[src/ocs_pkg.sv]
package ocs_pkg;
	// oscillator select codes
	localparam logic [2:0] SEL_FRC = 3'h0;
	localparam logic [2:0] SEL_FRC_PLL = 3'h1;
	localparam logic [2:0] SEL_PRI = 3'h2;
	localparam logic [2:0] SEL_PRI_PLL = 3'h3;
	localparam logic [2:0] SEL_SEC = 3'h4;
	localparam logic [2:0] SEL_LOW_POWER_RC_OSC = 3'h5;
	localparam logic [2:0] SEL_RSVD = 3'h6;
	localparam logic [2:0] SEL_DIV = 3'h7;
	// primary mode codes
	localparam logic [1:0] MODE_EXT = 2'h0;
	localparam logic [1:0] MODE_XT = 2'h1;
	localparam logic [1:0] MODE_HS = 2'h2;
	localparam logic [1:0] MODE_INT = 2'h3;
	// multiplier factor codes
	localparam logic [1:0] PLL_X4 = 2'h0;
	localparam logic [1:0] PLL_X6 = 2'h1;
	localparam logic [1:0] PLL_X8 = 2'h2;
	// physical oscillator index, bit position on the raw clock inputs
	localparam logic [1:0] OSC_FRC = 2'h0;
	localparam logic [1:0] OSC_PRI = 2'h1;
	localparam logic [1:0] OSC_SEC = 2'h2;
	localparam logic [1:0] OSC_LOW_POWER_RC_OSC = 2'h3;
	// reset values and monitor-on config code
	localparam logic [2:0] DIVSEL_RESET = SEL_FRC;
	localparam logic [1:0] POSTSCALE_RESET = 2'h0;
	localparam logic [1:0] PLL_FACTOR_RESET = PLL_X4;
	localparam logic [5:0] TRIM_RESET = 6'h00;
	localparam logic [7:0] DIVISOR_RESET = 8'h00;
	localparam logic [1:0] SWMON_MONITOR_ON = 2'h0;
	// timing
	localparam int FRC_NOMINAL_HZ = 8_000_000; // RQ4
	localparam int REF_CLK_HZ = 10_000_000;
	localparam int FAIL_TIMEOUT_NS = 100_000;
	localparam int FAIL_TIMEOUT_CYC = (FAIL_TIMEOUT_NS / 1000) * (REF_CLK_HZ / 1_000_000);
	localparam logic [1:0] UNLOCK_WINDOW_CYC = 2'h2;
	localparam logic [3:0] STABLE_EDGES = 4'h8;

	typedef enum logic [2:0]
	{
		ST_RUN = 3'b001,
		ST_WAIT = 3'b010,
		ST_SWAP = 3'b100
	} ocs_state_t;
endpackage : ocs_pkg
[src/ocs_clock_monitor.sv]
`timescale 1ns/1ns
module ocs_clock_monitor
	import ocs_pkg::*;
#(
	parameter int TIMEOUT_CYC = FAIL_TIMEOUT_CYC
)
(
	input wire logic i_ref_clk,
	input wire logic i_resetn,
	input wire logic i_enable,
	input wire logic i_edge,
	output logic o_fail
);
	localparam int CW = $clog2(TIMEOUT_CYC + 1);
	localparam logic [CW-1:0] LAST = CW'(TIMEOUT_CYC - 1);

	typedef struct packed
	{
		logic [CW-1:0] cnt;
		logic fail;
	} ocs_mon_t;

	ocs_mon_t q;
	ocs_mon_t d;

	always_comb
	begin
		d = q;
		d.fail = 1'b0;
		if (!i_enable || i_edge)
		begin
			d.cnt = '0;
		end
		else if (q.cnt == LAST)
		begin
			// one pulse per outage, counter parks above the limit
			d.fail = 1'b1; // RQ17
			d.cnt = q.cnt + CW'(1);
		end
		else if (q.cnt < LAST)
		begin
			d.cnt = q.cnt + CW'(1);
		end
		if (!i_resetn)
		begin
			d = '0;
		end
	end

	always_ff @(posedge i_ref_clk)
	begin
		q <= d;
	end

	assign o_fail = q.fail;
endmodule : ocs_clock_monitor

[src/ocs_osc_clock_select.sv]
// Function
// RQ1: system clock comes from one of four oscillators only.
// RQ2: multiplier only on primary and fast rc, factors 4, 6, 8.
// RQ3: multiplier output goes through selectable postscaler.
// RQ4: fast rc nominal frequency is 8 MHz.
// RQ5: any of six paths can feed the extra divider.
// RQ6: instruction clock is processor clock divided by two.
// RQ7: osc out pin may carry instruction clock; config bit decides otherwise.
// RQ8: startup source taken from primary mode and oscillator select fields.
// RQ9: erased config gives divided mode fed by fast rc.
// RQ10: switching allowed only when upper switch/monitor bit is zero.
// RQ11: monitor active only when both switch/monitor bits are zero.
// RQ12: oscillator select codes decode per fixed table.
// RQ13: primary mode decode; no multiplier after high-speed crystal.
// RQ14: divider input field resets to fast rc.
// RQ15: control writes need prior unlock.
// RQ16: software trim register for fast rc frequency.
// RQ17: monitor detects loss of active clock.
// RQ18: switch request set by software, cleared by device when done.
// RQ19: lock bit blocks clock and multiplier changes while monitor on.
// RQ20: fail flag set by hardware, cleared only by software.
// RQ21: on failure fall back to fast rc.
// RQ22: source changes only after new source is stable, glitch free.
`timescale 1ns/1ns
module ocs_osc_clock_select
	import ocs_pkg::*;
#(
	parameter int MON_TIMEOUT_CYC = FAIL_TIMEOUT_CYC
)
(
	input wire logic i_ref_clk,
	input wire logic i_resetn,
	input wire logic [3:0] i_osc_clk_raw,
	input wire logic [1:0] i_primary_mode_cfg,
	input wire logic [2:0] i_startup_osc_select_cfg,
	input wire logic [1:0] i_switch_monitor_cfg,
	input wire logic i_osc_out_pin_function_cfg,
	input wire logic i_ctl_unlock,
	input wire logic i_ctl_wr,
	input wire logic [2:0] i_new_source_select,
	input wire logic i_switch_request,
	input wire logic i_clock_select_lock,
	input wire logic i_clock_fail_clear,
	input wire logic i_div_wr,
	input wire logic [2:0] i_divider_input_select,
	input wire logic [1:0] i_pll_factor,
	input wire logic [1:0] i_postscale_sel,
	input wire logic [7:0] i_osc_divisor,
	input wire logic i_trim_wr,
	input wire logic [5:0] i_rc_trim,
	output logic [2:0] o_current_source_status,
	output logic [2:0] o_new_source_select,
	output logic o_switch_request,
	output logic o_clock_select_lock,
	output logic o_clock_fail_flag,
	output logic [2:0] o_divider_input_select,
	output logic [1:0] o_pll_factor,
	output logic [1:0] o_postscale_sel,
	output logic [7:0] o_osc_divisor,
	output logic [5:0] o_rc_trim,
	output logic [1:0] o_osc_select,
	output logic o_pll_enable,
	output logic o_clk_gate_off,
	output logic o_sys_clk_en,
	output logic o_instr_clk_en,
	output logic o_primary_osc_out_pin,
	output logic o_primary_osc_out_pin_oe,
	output logic o_switch_enabled,
	output logic o_monitor_enabled
);
	typedef struct packed
	{
		logic [3:0] sync1;
		logic [3:0] sync2;
		logic [3:0] sync3;
		logic [2:0] cur_src;
		logic [2:0] new_src;
		logic sw_req;
		logic clk_lock;
		logic fail_flag;
		logic [2:0] div_in_sel;
		logic [1:0] pll_factor;
		logic [1:0] postscale;
		logic [7:0] divisor;
		logic [5:0] trim;
		logic [1:0] primary_mode;
		logic sw_allowed;
		logic mon_allowed;
		logic pin_fn;
		logic [1:0] unlock_cnt;
		ocs_state_t state;
		logic [3:0] stable_cnt;
		logic [7:0] div_cnt;
		logic sys_en;
		logic instr_phase;
		logic instr_en;
		logic pin_out;
		logic pin_oe;
		logic pll_on;
		logic [1:0] osc_sel;
		logic gate_off;
	} ocs_state_all_t;

	ocs_state_all_t q;
	ocs_state_all_t d;
	logic mon_fail;
	logic [3:0] edges;
	logic mon_edge;

	// physical oscillator behind a select code; divided mode looks through
	function automatic logic [1:0] ocs_phys(input logic [2:0] code, input logic [2:0] divsel);
		logic [2:0] eff;
		eff = (code == SEL_DIV) ? divsel : code; // RQ5
		case (eff)
			SEL_FRC, SEL_FRC_PLL: ocs_phys = OSC_FRC; // RQ12
			SEL_PRI, SEL_PRI_PLL: ocs_phys = OSC_PRI;
			SEL_SEC: ocs_phys = OSC_SEC;
			SEL_LOW_POWER_RC_OSC: ocs_phys = OSC_LOW_POWER_RC_OSC;
			default: ocs_phys = OSC_FRC;
		endcase
	endfunction : ocs_phys

	// multiplier engaged only on the two multiplier paths, never after high-speed crystal
	function automatic logic ocs_pll_path(input logic [2:0] code, input logic [2:0] divsel,
		input logic [1:0] pmode);
		logic [2:0] eff;
		eff = (code == SEL_DIV) ? divsel : code;
		ocs_pll_path = (eff == SEL_FRC_PLL) || ((eff == SEL_PRI_PLL) && (pmode != MODE_HS)); // RQ2 RQ13
	endfunction : ocs_pll_path

	// sync2 vs sync3 only; sync1 stays inside the synchroniser
	assign edges = q.sync2 & ~q.sync3;
	assign mon_edge = edges[q.osc_sel];

	ocs_clock_monitor #(
		.TIMEOUT_CYC(MON_TIMEOUT_CYC)
	) u_monitor (
		.i_ref_clk(i_ref_clk),
		.i_resetn(i_resetn),
		.i_enable(q.mon_allowed && !q.gate_off), // RQ11
		.i_edge(mon_edge),
		.o_fail(mon_fail)
	);

	always_comb
	begin
		logic wr_ok;
		logic locked;
		logic tgt_edge;
		wr_ok = 1'b0;
		locked = 1'b0;
		tgt_edge = 1'b0;
		d = q;
		d.sync1 = i_osc_clk_raw;
		d.sync2 = q.sync1;
		d.sync3 = q.sync2;
		d.sys_en = 1'b0;
		d.instr_en = 1'b0;

		if (i_ctl_unlock)
		begin
			d.unlock_cnt = UNLOCK_WINDOW_CYC; // RQ15
		end
		else if (q.unlock_cnt != 2'h0)
		begin
			d.unlock_cnt = q.unlock_cnt - 2'h1;
		end
		wr_ok = i_ctl_wr && (q.unlock_cnt != 2'h0); // RQ15
		locked = q.clk_lock && q.mon_allowed; // RQ19

		if (wr_ok)
		begin
			if (!locked)
			begin
				d.new_src = i_new_source_select; // RQ19
				d.sw_req = q.sw_req | i_switch_request; // RQ18
			end
			d.clk_lock = q.clk_lock | i_clock_select_lock;
		end
		if (i_div_wr)
		begin
			if (!locked)
			begin
				d.div_in_sel = i_divider_input_select; // RQ14
				d.pll_factor = i_pll_factor; // RQ2
			end
			d.postscale = i_postscale_sel; // RQ3
			d.divisor = i_osc_divisor;
		end
		if (i_trim_wr)
		begin
			d.trim = i_rc_trim; // RQ16
		end
		if (i_clock_fail_clear)
		begin
			d.fail_flag = 1'b0; // RQ20
		end

		tgt_edge = edges[ocs_phys(q.new_src, q.div_in_sel)];
		case (q.state)
			ST_RUN:
			begin
				if (q.sw_req)
				begin
					// disallowed, reserved or same-source requests retire at once
					if (!q.sw_allowed || (q.new_src == SEL_RSVD) || (q.new_src == q.cur_src)) // RQ10
					begin
						d.sw_req = 1'b0; // RQ18
					end
					else
					begin
						d.state = ST_WAIT;
						d.stable_cnt = 4'h0;
					end
				end
			end
			ST_WAIT:
			begin
				// a dead target leaves the request pending, software can see it
				if (tgt_edge)
				begin
					d.stable_cnt = q.stable_cnt + 4'h1;
					if (q.stable_cnt == STABLE_EDGES - 4'h1)
					begin
						d.state = ST_SWAP;
						d.gate_off = 1'b1; // RQ22
					end
				end
			end
			ST_SWAP:
			begin
				d.cur_src = q.new_src; // RQ22
				d.sw_req = 1'b0; // RQ18
				d.gate_off = 1'b0;
				d.state = ST_RUN;
			end
			default:
			begin
				d.state = ST_RUN;
				d.gate_off = 1'b0;
			end
		endcase

		// set after the clear so a failure in the clear cycle is kept
		if (mon_fail && q.mon_allowed)
		begin
			d.fail_flag = 1'b1; // RQ20
			d.cur_src = SEL_FRC; // RQ21
			d.sw_req = 1'b0;
			d.gate_off = 1'b0;
			d.state = ST_RUN;
		end

		if (edges[q.osc_sel] && !q.gate_off)
		begin
			if ((q.cur_src == SEL_DIV) && (q.divisor != 8'h00))
			begin
				if (q.div_cnt >= q.divisor - 8'h01)
				begin
					d.div_cnt = 8'h00;
					d.sys_en = 1'b1; // RQ5
				end
				else
				begin
					d.div_cnt = q.div_cnt + 8'h01;
				end
			end
			else
			begin
				d.sys_en = 1'b1; // RQ1
			end
		end
		if (q.sys_en)
		begin
			d.instr_phase = ~q.instr_phase;
			d.instr_en = q.instr_phase; // RQ6
		end
		if (q.instr_en)
		begin
			d.pin_out = ~q.pin_out; // RQ7
		end
		// crystal modes need both pins, internal sources defer to the pin config bit
		case (q.primary_mode)
			MODE_EXT: d.pin_oe = 1'b1; // RQ7
			MODE_INT: d.pin_oe = q.pin_fn; // RQ7
			default: d.pin_oe = 1'b0; // RQ13
		endcase
		d.pll_on = ocs_pll_path(q.cur_src, q.div_in_sel, q.primary_mode);
		d.osc_sel = ocs_phys(q.cur_src, q.div_in_sel); // RQ1

		if (!i_resetn)
		begin
			d = '0;
			// reserved startup code has no path, treated as the erased default
			d.cur_src = (i_startup_osc_select_cfg == SEL_RSVD) ? SEL_DIV : i_startup_osc_select_cfg; // RQ8 RQ9
			d.new_src = d.cur_src;
			d.primary_mode = i_primary_mode_cfg; // RQ8
			d.sw_allowed = ~i_switch_monitor_cfg[1]; // RQ10
			d.mon_allowed = (i_switch_monitor_cfg == SWMON_MONITOR_ON); // RQ11
			d.pin_fn = i_osc_out_pin_function_cfg;
			d.div_in_sel = DIVSEL_RESET; // RQ14 RQ9
			d.pll_factor = PLL_FACTOR_RESET;
			d.postscale = POSTSCALE_RESET;
			d.divisor = DIVISOR_RESET;
			d.trim = TRIM_RESET;
			d.state = ST_RUN;
		end
	end

	always_ff @(posedge i_ref_clk)
	begin
		q <= d;
	end

	assign o_current_source_status = q.cur_src;
	assign o_new_source_select = q.new_src;
	assign o_switch_request = q.sw_req;
	assign o_clock_select_lock = q.clk_lock;
	assign o_clock_fail_flag = q.fail_flag;
	assign o_divider_input_select = q.div_in_sel;
	assign o_pll_factor = q.pll_factor;
	assign o_postscale_sel = q.postscale;
	assign o_osc_divisor = q.divisor;
	assign o_rc_trim = q.trim;
	assign o_osc_select = q.osc_sel;
	assign o_pll_enable = q.pll_on;
	assign o_clk_gate_off = q.gate_off;
	assign o_sys_clk_en = q.sys_en;
	assign o_instr_clk_en = q.instr_en;
	assign o_primary_osc_out_pin = q.pin_out;
	assign o_primary_osc_out_pin_oe = q.pin_oe;
	assign o_switch_enabled = q.sw_allowed;
	assign o_monitor_enabled = q.mon_allowed;
endmodule : ocs_osc_clock_select

[config.mk]
export PLATFORM = sky130hd
export DESIGN_NAME = ocs_osc_clock_select
export DESIGN_NICKNAME = d
export VERILOG_FILES = /design/src/ocs_pkg.sv /design/src/ocs_clock_monitor.sv /design/src/ocs_osc_clock_select.sv
export SDC_FILE = /design/constraint.sdc
export NUM_CORES = 1
export LEC_CHECK = 0
export BUFFER_PORTS_ARGS = -buffer_cell sky130_fd_sc_hd__clkbuf_2
export CAP_MARGIN = 20
export CORE_UTILIZATION = 59
export DETAILED_ROUTE_END_ITERATION = 8
export PLACE_DENSITY = 0.9
export RECOVER_POWER = 100
export SLEW_MARGIN = 20
export SYNTH_ARGS = -nofsm -noshare
export SYNTH_HDL_FRONTEND = slang
export SYNTH_SLANG_ARGS = --single-unit
[constraint.sdc]
create_clock -name i_ref_clk -period 4.6 [get_ports i_ref_clk]
set_input_delay 0.46 -clock i_ref_clk [delete_from_list [all_inputs] [get_ports i_ref_clk]]
set_output_delay 0.46 -clock i_ref_clk [all_outputs]
set_load 0.02 [all_outputs]
# [Yosys cells after proc, flatten, opt, wreduce, memory -nomap -nowiden]
# Cells that the tools add are included.
[word_totals] regBits=84 input_bits=45
[classes] add_sub_neg=5 order_cmp=4 n_eq_ne=28 mux=47 n_bitwise=10 n_reduce_logical=35
[op_table] op="61-bit 2-to-1 mux" n=1
[op_table] op="3-bit == test, second input constant" n=9
[op_table] op="3-bit 2-to-1 mux" n=7
[op_table] op="7-bit 2-to-1 mux" n=3
[op_table] op="10-bit 2-to-1 mux" n=2
[op_table] op="8-bit 2-to-1 mux" n=2
[op_table] op="3-bit by 2-bit == test with 1-bit output, second input constant" n=5
[op_table] op="15-bit 2-to-1 mux" n=1
[op_table] op="1-bit 2-to-1 mux" n=14
[op_table] op="2-bit inequality test, second input constant" n=6
[op_table] op="2-bit case mux with 3 select lines" n=2
[op_table] op="10-bit by 1-bit adder with 10-bit output, second input constant" n=1
[op_table] op="10-bit == test, second input constant" n=1
[op_table] op="10-bit less-than comparator, second input constant" n=1
[op_table] op="5-bit 2-to-1 mux" n=2
[op_table] op="2-bit AND reduction" n=5
[op_table] op="2-bit nonzero test" n=5
[op_table] op="2-bit OR reduction" n=5
[op_table] op="9-bit 2-to-1 mux" n=1
[op_table] op="8-bit by 1-bit adder with 8-bit output, second input constant" n=1
[op_table] op="8-bit >= comparator" n=1
[op_table] op="4-bit case mux with 2 select lines" n=1
[op_table] op="4-bit AND reduction" n=2
[op_table] op="8-bit nonzero test" n=1
[op_table] op="25 further kinds" n=50

# [Longest topological paths before layout]
[logic_depth] depth_word=11 depth_mapped=11 ltp_nobuf=11

# [Hierarchy]
# From an unflattened synthesis, not the netlist that was laid out.
[hier_totals] hier_cells=444 hier_area_um2=4222.8
[modules_own_cells] module="ocs_osc_clock_select" instances=1 cells_per_inst=384 area_per_inst_um2=3662.3
[modules_own_cells] module="ocs_clock_monitor" instances=1 cells_per_inst=60 area_per_inst_um2=560.5

# [Worst setup path after synthesis]
# OpenSTA, ideal clock, no wires.
[synth_timing] kind="reg-to-reg" from="register q (netlist bit o_osc_divisor[2])" to="register q[15] (netlist name)" t_arrival_ps=2184 required_ps=4526 slack_ps=2342 path_stages_with_launch=11 path_buffers=0 synth_period_minus_slack_ps=2258 path_cell_list="dfxtp_1 > nor4_1 > nand2_1 > xor2_1 > ha_1 > a2111o_1 > nor2_1 > o21ai_0 > nand2_1 > nand3_1 > a31oi_1"
[synth_via] elab_chain_cells=3
[synth_rtl] item="from (decl)" line="ocs_osc_clock_select.sv:104" rtl="ocs_state_all_t q;"
[synth_rtl] item="from (signal assigned)" line="ocs_osc_clock_select.sv:312" rtl="q <= d;"
[synth_rtl] item="8-bit by 1-bit subtractor with 8-bit output / 8-bit nonzero test (equally long branches)" line="ocs_osc_clock_select.sv:258, ocs_osc_clock_select.sv:256"
[synth_rtl] item="8-bit >= comparator / 1-bit logical AND (equally long branches)" line="ocs_osc_clock_select.sv:258, ocs_osc_clock_select.sv:256"
[synth_rtl] item="8-bit 2-to-1 mux / 2-bit AND reduction (equally long branches)"
# Several ways; a longest one is shown, not always the timed one.
# A chain may end at the register's enable or synchronous reset.

==> impl_metrics.tcl <==
set metrics [dict create \
    run_status "finished with violations" \
    violations "capacitance limit, slew limit" \
    dp.cells 551 \
    drv_cap 1 \
    grt-ovfl-total 0 \
    synth.area.top_cells "dfxtp_1 36%, edfxtp_1 8.2%, mux2i_1 6.0%" \
    finClkSkew_ps 12.1 \
    cpLargestDelayFamily "buffers and inverters" \
    clkSinkCount 84 \
    clockRootBuffer "clkbuf_8" \
    synthArstFlopShare_pct 0 \
    stdcell_count 567 \
    wl_per_cell_um 14.4 \
    netSwitchingFraction_pct 25.7 \
    setup_viol 0 \
    cp.arrival_ps 3130 \
    crit_path_cell_trace "clkbuf_1 -> inv_1 -> clkbuf_1 -> a211oi_1 -> o311ai_0 -> o31ai_1" \
    drt_pass1_iterations 6 \
    rsz0062_at_grt "no" \
    drv_slew 47 \
    syn-instance-count 432 \
    p_seq_share_pct 50.1 \
    drt_iter0_markers 190 \
    synth_edf_count 11 \
    grt_pass1_wl_um 13600 \
    period_minus_slack_ps 2960 \
    reg2reg_depth 10 \
    post_cts_buffers 0 \
    tightest_slew_ps 2040 \
    drc_errors 0 \
    pin_count 85 \
    power.density_nw_per_um2 364 \
    port_buffers 84 \
    cts_tree "yes" \
    area_growth_pct 10.1 \
    finalCoreUtilization_pct 68.6 \
    via_count 3183 \
    synth.most_common_cell "dfxtp_1" \
    path_buf_inv 3 \
    yosysWarnings 0 \
    combPwrFrac_pct 12.5 \
    cpPeakStageDelay_ps 1490 \
    start_kind "primary input" \
    ys_ff_latch 84 \
    num_rows 29 \
    numCtsBuffers 9 \
    power.switching_mw 0.414 \
    layout-drive-gt1-share_pct 14.9 \
    fin_ws_ps 1640 \
    die_h_um 84.6 \
    finalHoldViolations 0 \
    clock_latency_ps 350 \
    fmax_ghz 0.338 \
    synth_top_area_share_pct 36.3 \
    insertedDiodeCount 0 \
    p_leak_nw 1.83 \
    syn_area_um2 4020 \
    synth_nets 493 \
    clk_path_buf_depth 2 \
    clk_pin_slew_ps 80 \
    n_fill_cell 533 \
    gp_congestion 0.836 \
    initial_core_util_pct 62.3 \
    synthTopCellsByCount "73 x dfxtp_1, 49 x nor2_1, 40 x nand2_1" \
    grt_start_max_net_pins 47 \
    synth_top_cell_by_area "dfxtp_1" \
    die_x_um 84.6 \
    relSlewSlack_pct -36.1 \
    grt_pass1_vias 3107 \
    synth_flop_cell "dfxtp_1" \
    holdCritPathClass "in2reg" \
    cp.depth 6 \
    ir_worst_vdd_mv 0.231 \
    end_kind "flip-flop" \
    cts-resized-gates 0 \
    dp_hpwl_um 6020 \
    vias_per_cell 5.61 \
    antenna_found_initial 0 \
    holdBufCountCts 0 \
    crit_type "in2reg" \
    synth_cell_types 54 \
    syn_avg_cell_area_um2 9.31 \
    intPower_mw 1.20 \
    core_area_um2 6460 \
    dieArea_um2 7150 \
    fin_nets 546 \
    ys_seq_area_share_pct 44.5 \
    hold_depth 2 \
    drt_wl_total_um 8160 \
    finalCritPeriodShare_pct 64.4 \
    h-tree-depth 3 \
    fin_total_pwr_mw 1.61 \
    ant_nets 0 \
    final.setup.tns_ps 0 \
    required_ps 4770 \
    path_max_fanout 46 \
    path_common_cell "clkbuf_1" \
    dp_slack_ps 2040 \
    p_clk_share_pct 37.3 \
    critPathSlowestCell "clkbuf_1" \
    grt_usage_pct 23.9 \
]
==> routing by layer <==
| metal | global-route usage, % | vias up | share of wire (%) |
|---|---|---|---|
| li1 | - | 1567 | - |
| met1 | 28.2 | 1510 | 45 |
| met4 | 11.4 | 0 | 2.2 |
| met2 | 41.2 | 90 | 48 |
| met5 | 0 | - | 0 |
| met3 | 5.70 | 16 | 5.1 |
==> area by class of cell <==
type / count / area, µm² / area share, %
clock buffer: 11 / 153 / 3.45
inverter: 15 / 56.3 / 1.27
tap: 77 / 96.3 / 2.18
multi-input combinational: 290 / 1880 / 42.4
sequential: 84 / 1790 / 40.5
clock inverter: 5 / 82.6 / 1.86
timing repair buffer: 85 / 372 / 8.39
==> final timing paths <==
kind                            slack, ps             start              end
worst min-delay path                  280      i_ctl_unlock            q[24]
worst max-delay path                 1640          i_resetn  o_osc_select[0]
worst min register to register        440             q[71]            q[67]
worst max register to register       1720  o_osc_divisor[2]            q[11]
==> cells by family (layout without fill, tap and decap cells) <==
kind of cell             count (synthesis)  after routing  synth area share, %
AO/OA/AOI/OAI                           65             65                 10.7
flip-flops                              84             84                 44.5
AND/OR/NAND/NOR                        166            166                 20.7
multiplexers                            25             25                 6.53
XOR/XNOR                                18             18                 3.92
buffers and inverters                   58            116                 8.68
adder cells (fa/ha/maj)                 16             16                 4.98
==> through the flow <==
step	hold WS (ps)	instance area (µm²)
after floorplan	412	4020
after global placement	421	4260
after detailed placement	422	4260
after CTS	274	4490
after global routing	277	4430
final	284	4430
==> layout by cell type (no fill, tap or decap), types with 6 or more instances in the layout <==
cell | Yosys | final
dfxtp_1 | 73 | 73
nor2_1 | 49 | 49
edfxtp_1 | 11 | 11
and2_0 | 0 | 6
a21oi_1 | 21 | 21
xor2_1 | 8 | 8
xnor2_1 | 10 | 10
and2_1 | 14 | 8
ha_1 | 16 | 16
o21ai_0 | 11 | 11
nand2_1 | 40 | 40
clkbuf_8 | 0 | 9
nor3_1 | 7 | 7
clkbuf_2 | 0 | 42
mux2i_1 | 24 | 24
nand2b_1 | 6 | 6
nand3_1 | 14 | 14
clkbuf_1 | 11 | 44
inv_1 | 15 | 15
==> power by group through the flow <==
stage,clock network (mW),logic [mW],registers (mW)
after floorplan,0,0.168,0.819
after global placement,0,0.198,0.823
after detailed placement,0,0.209,0.825
after CTS,0.613,0.209,0.808
after global routing,0.643,0.227,0.813
final,0.602,0.202,0.809
==> state kept, by name (all words and copies together), names as in the netlist, 2 cells and up <==
signal	cells
o_osc_divisor	8
o_rc_trim	6
q	33
o_new_source_select	3
u_monitor.q	10
o_osc_select	2
o_pll_factor	2
o_current_source_status	3
o_divider_input_select	3
o_postscale_sel	2
(Power assumes the default switching activity.)
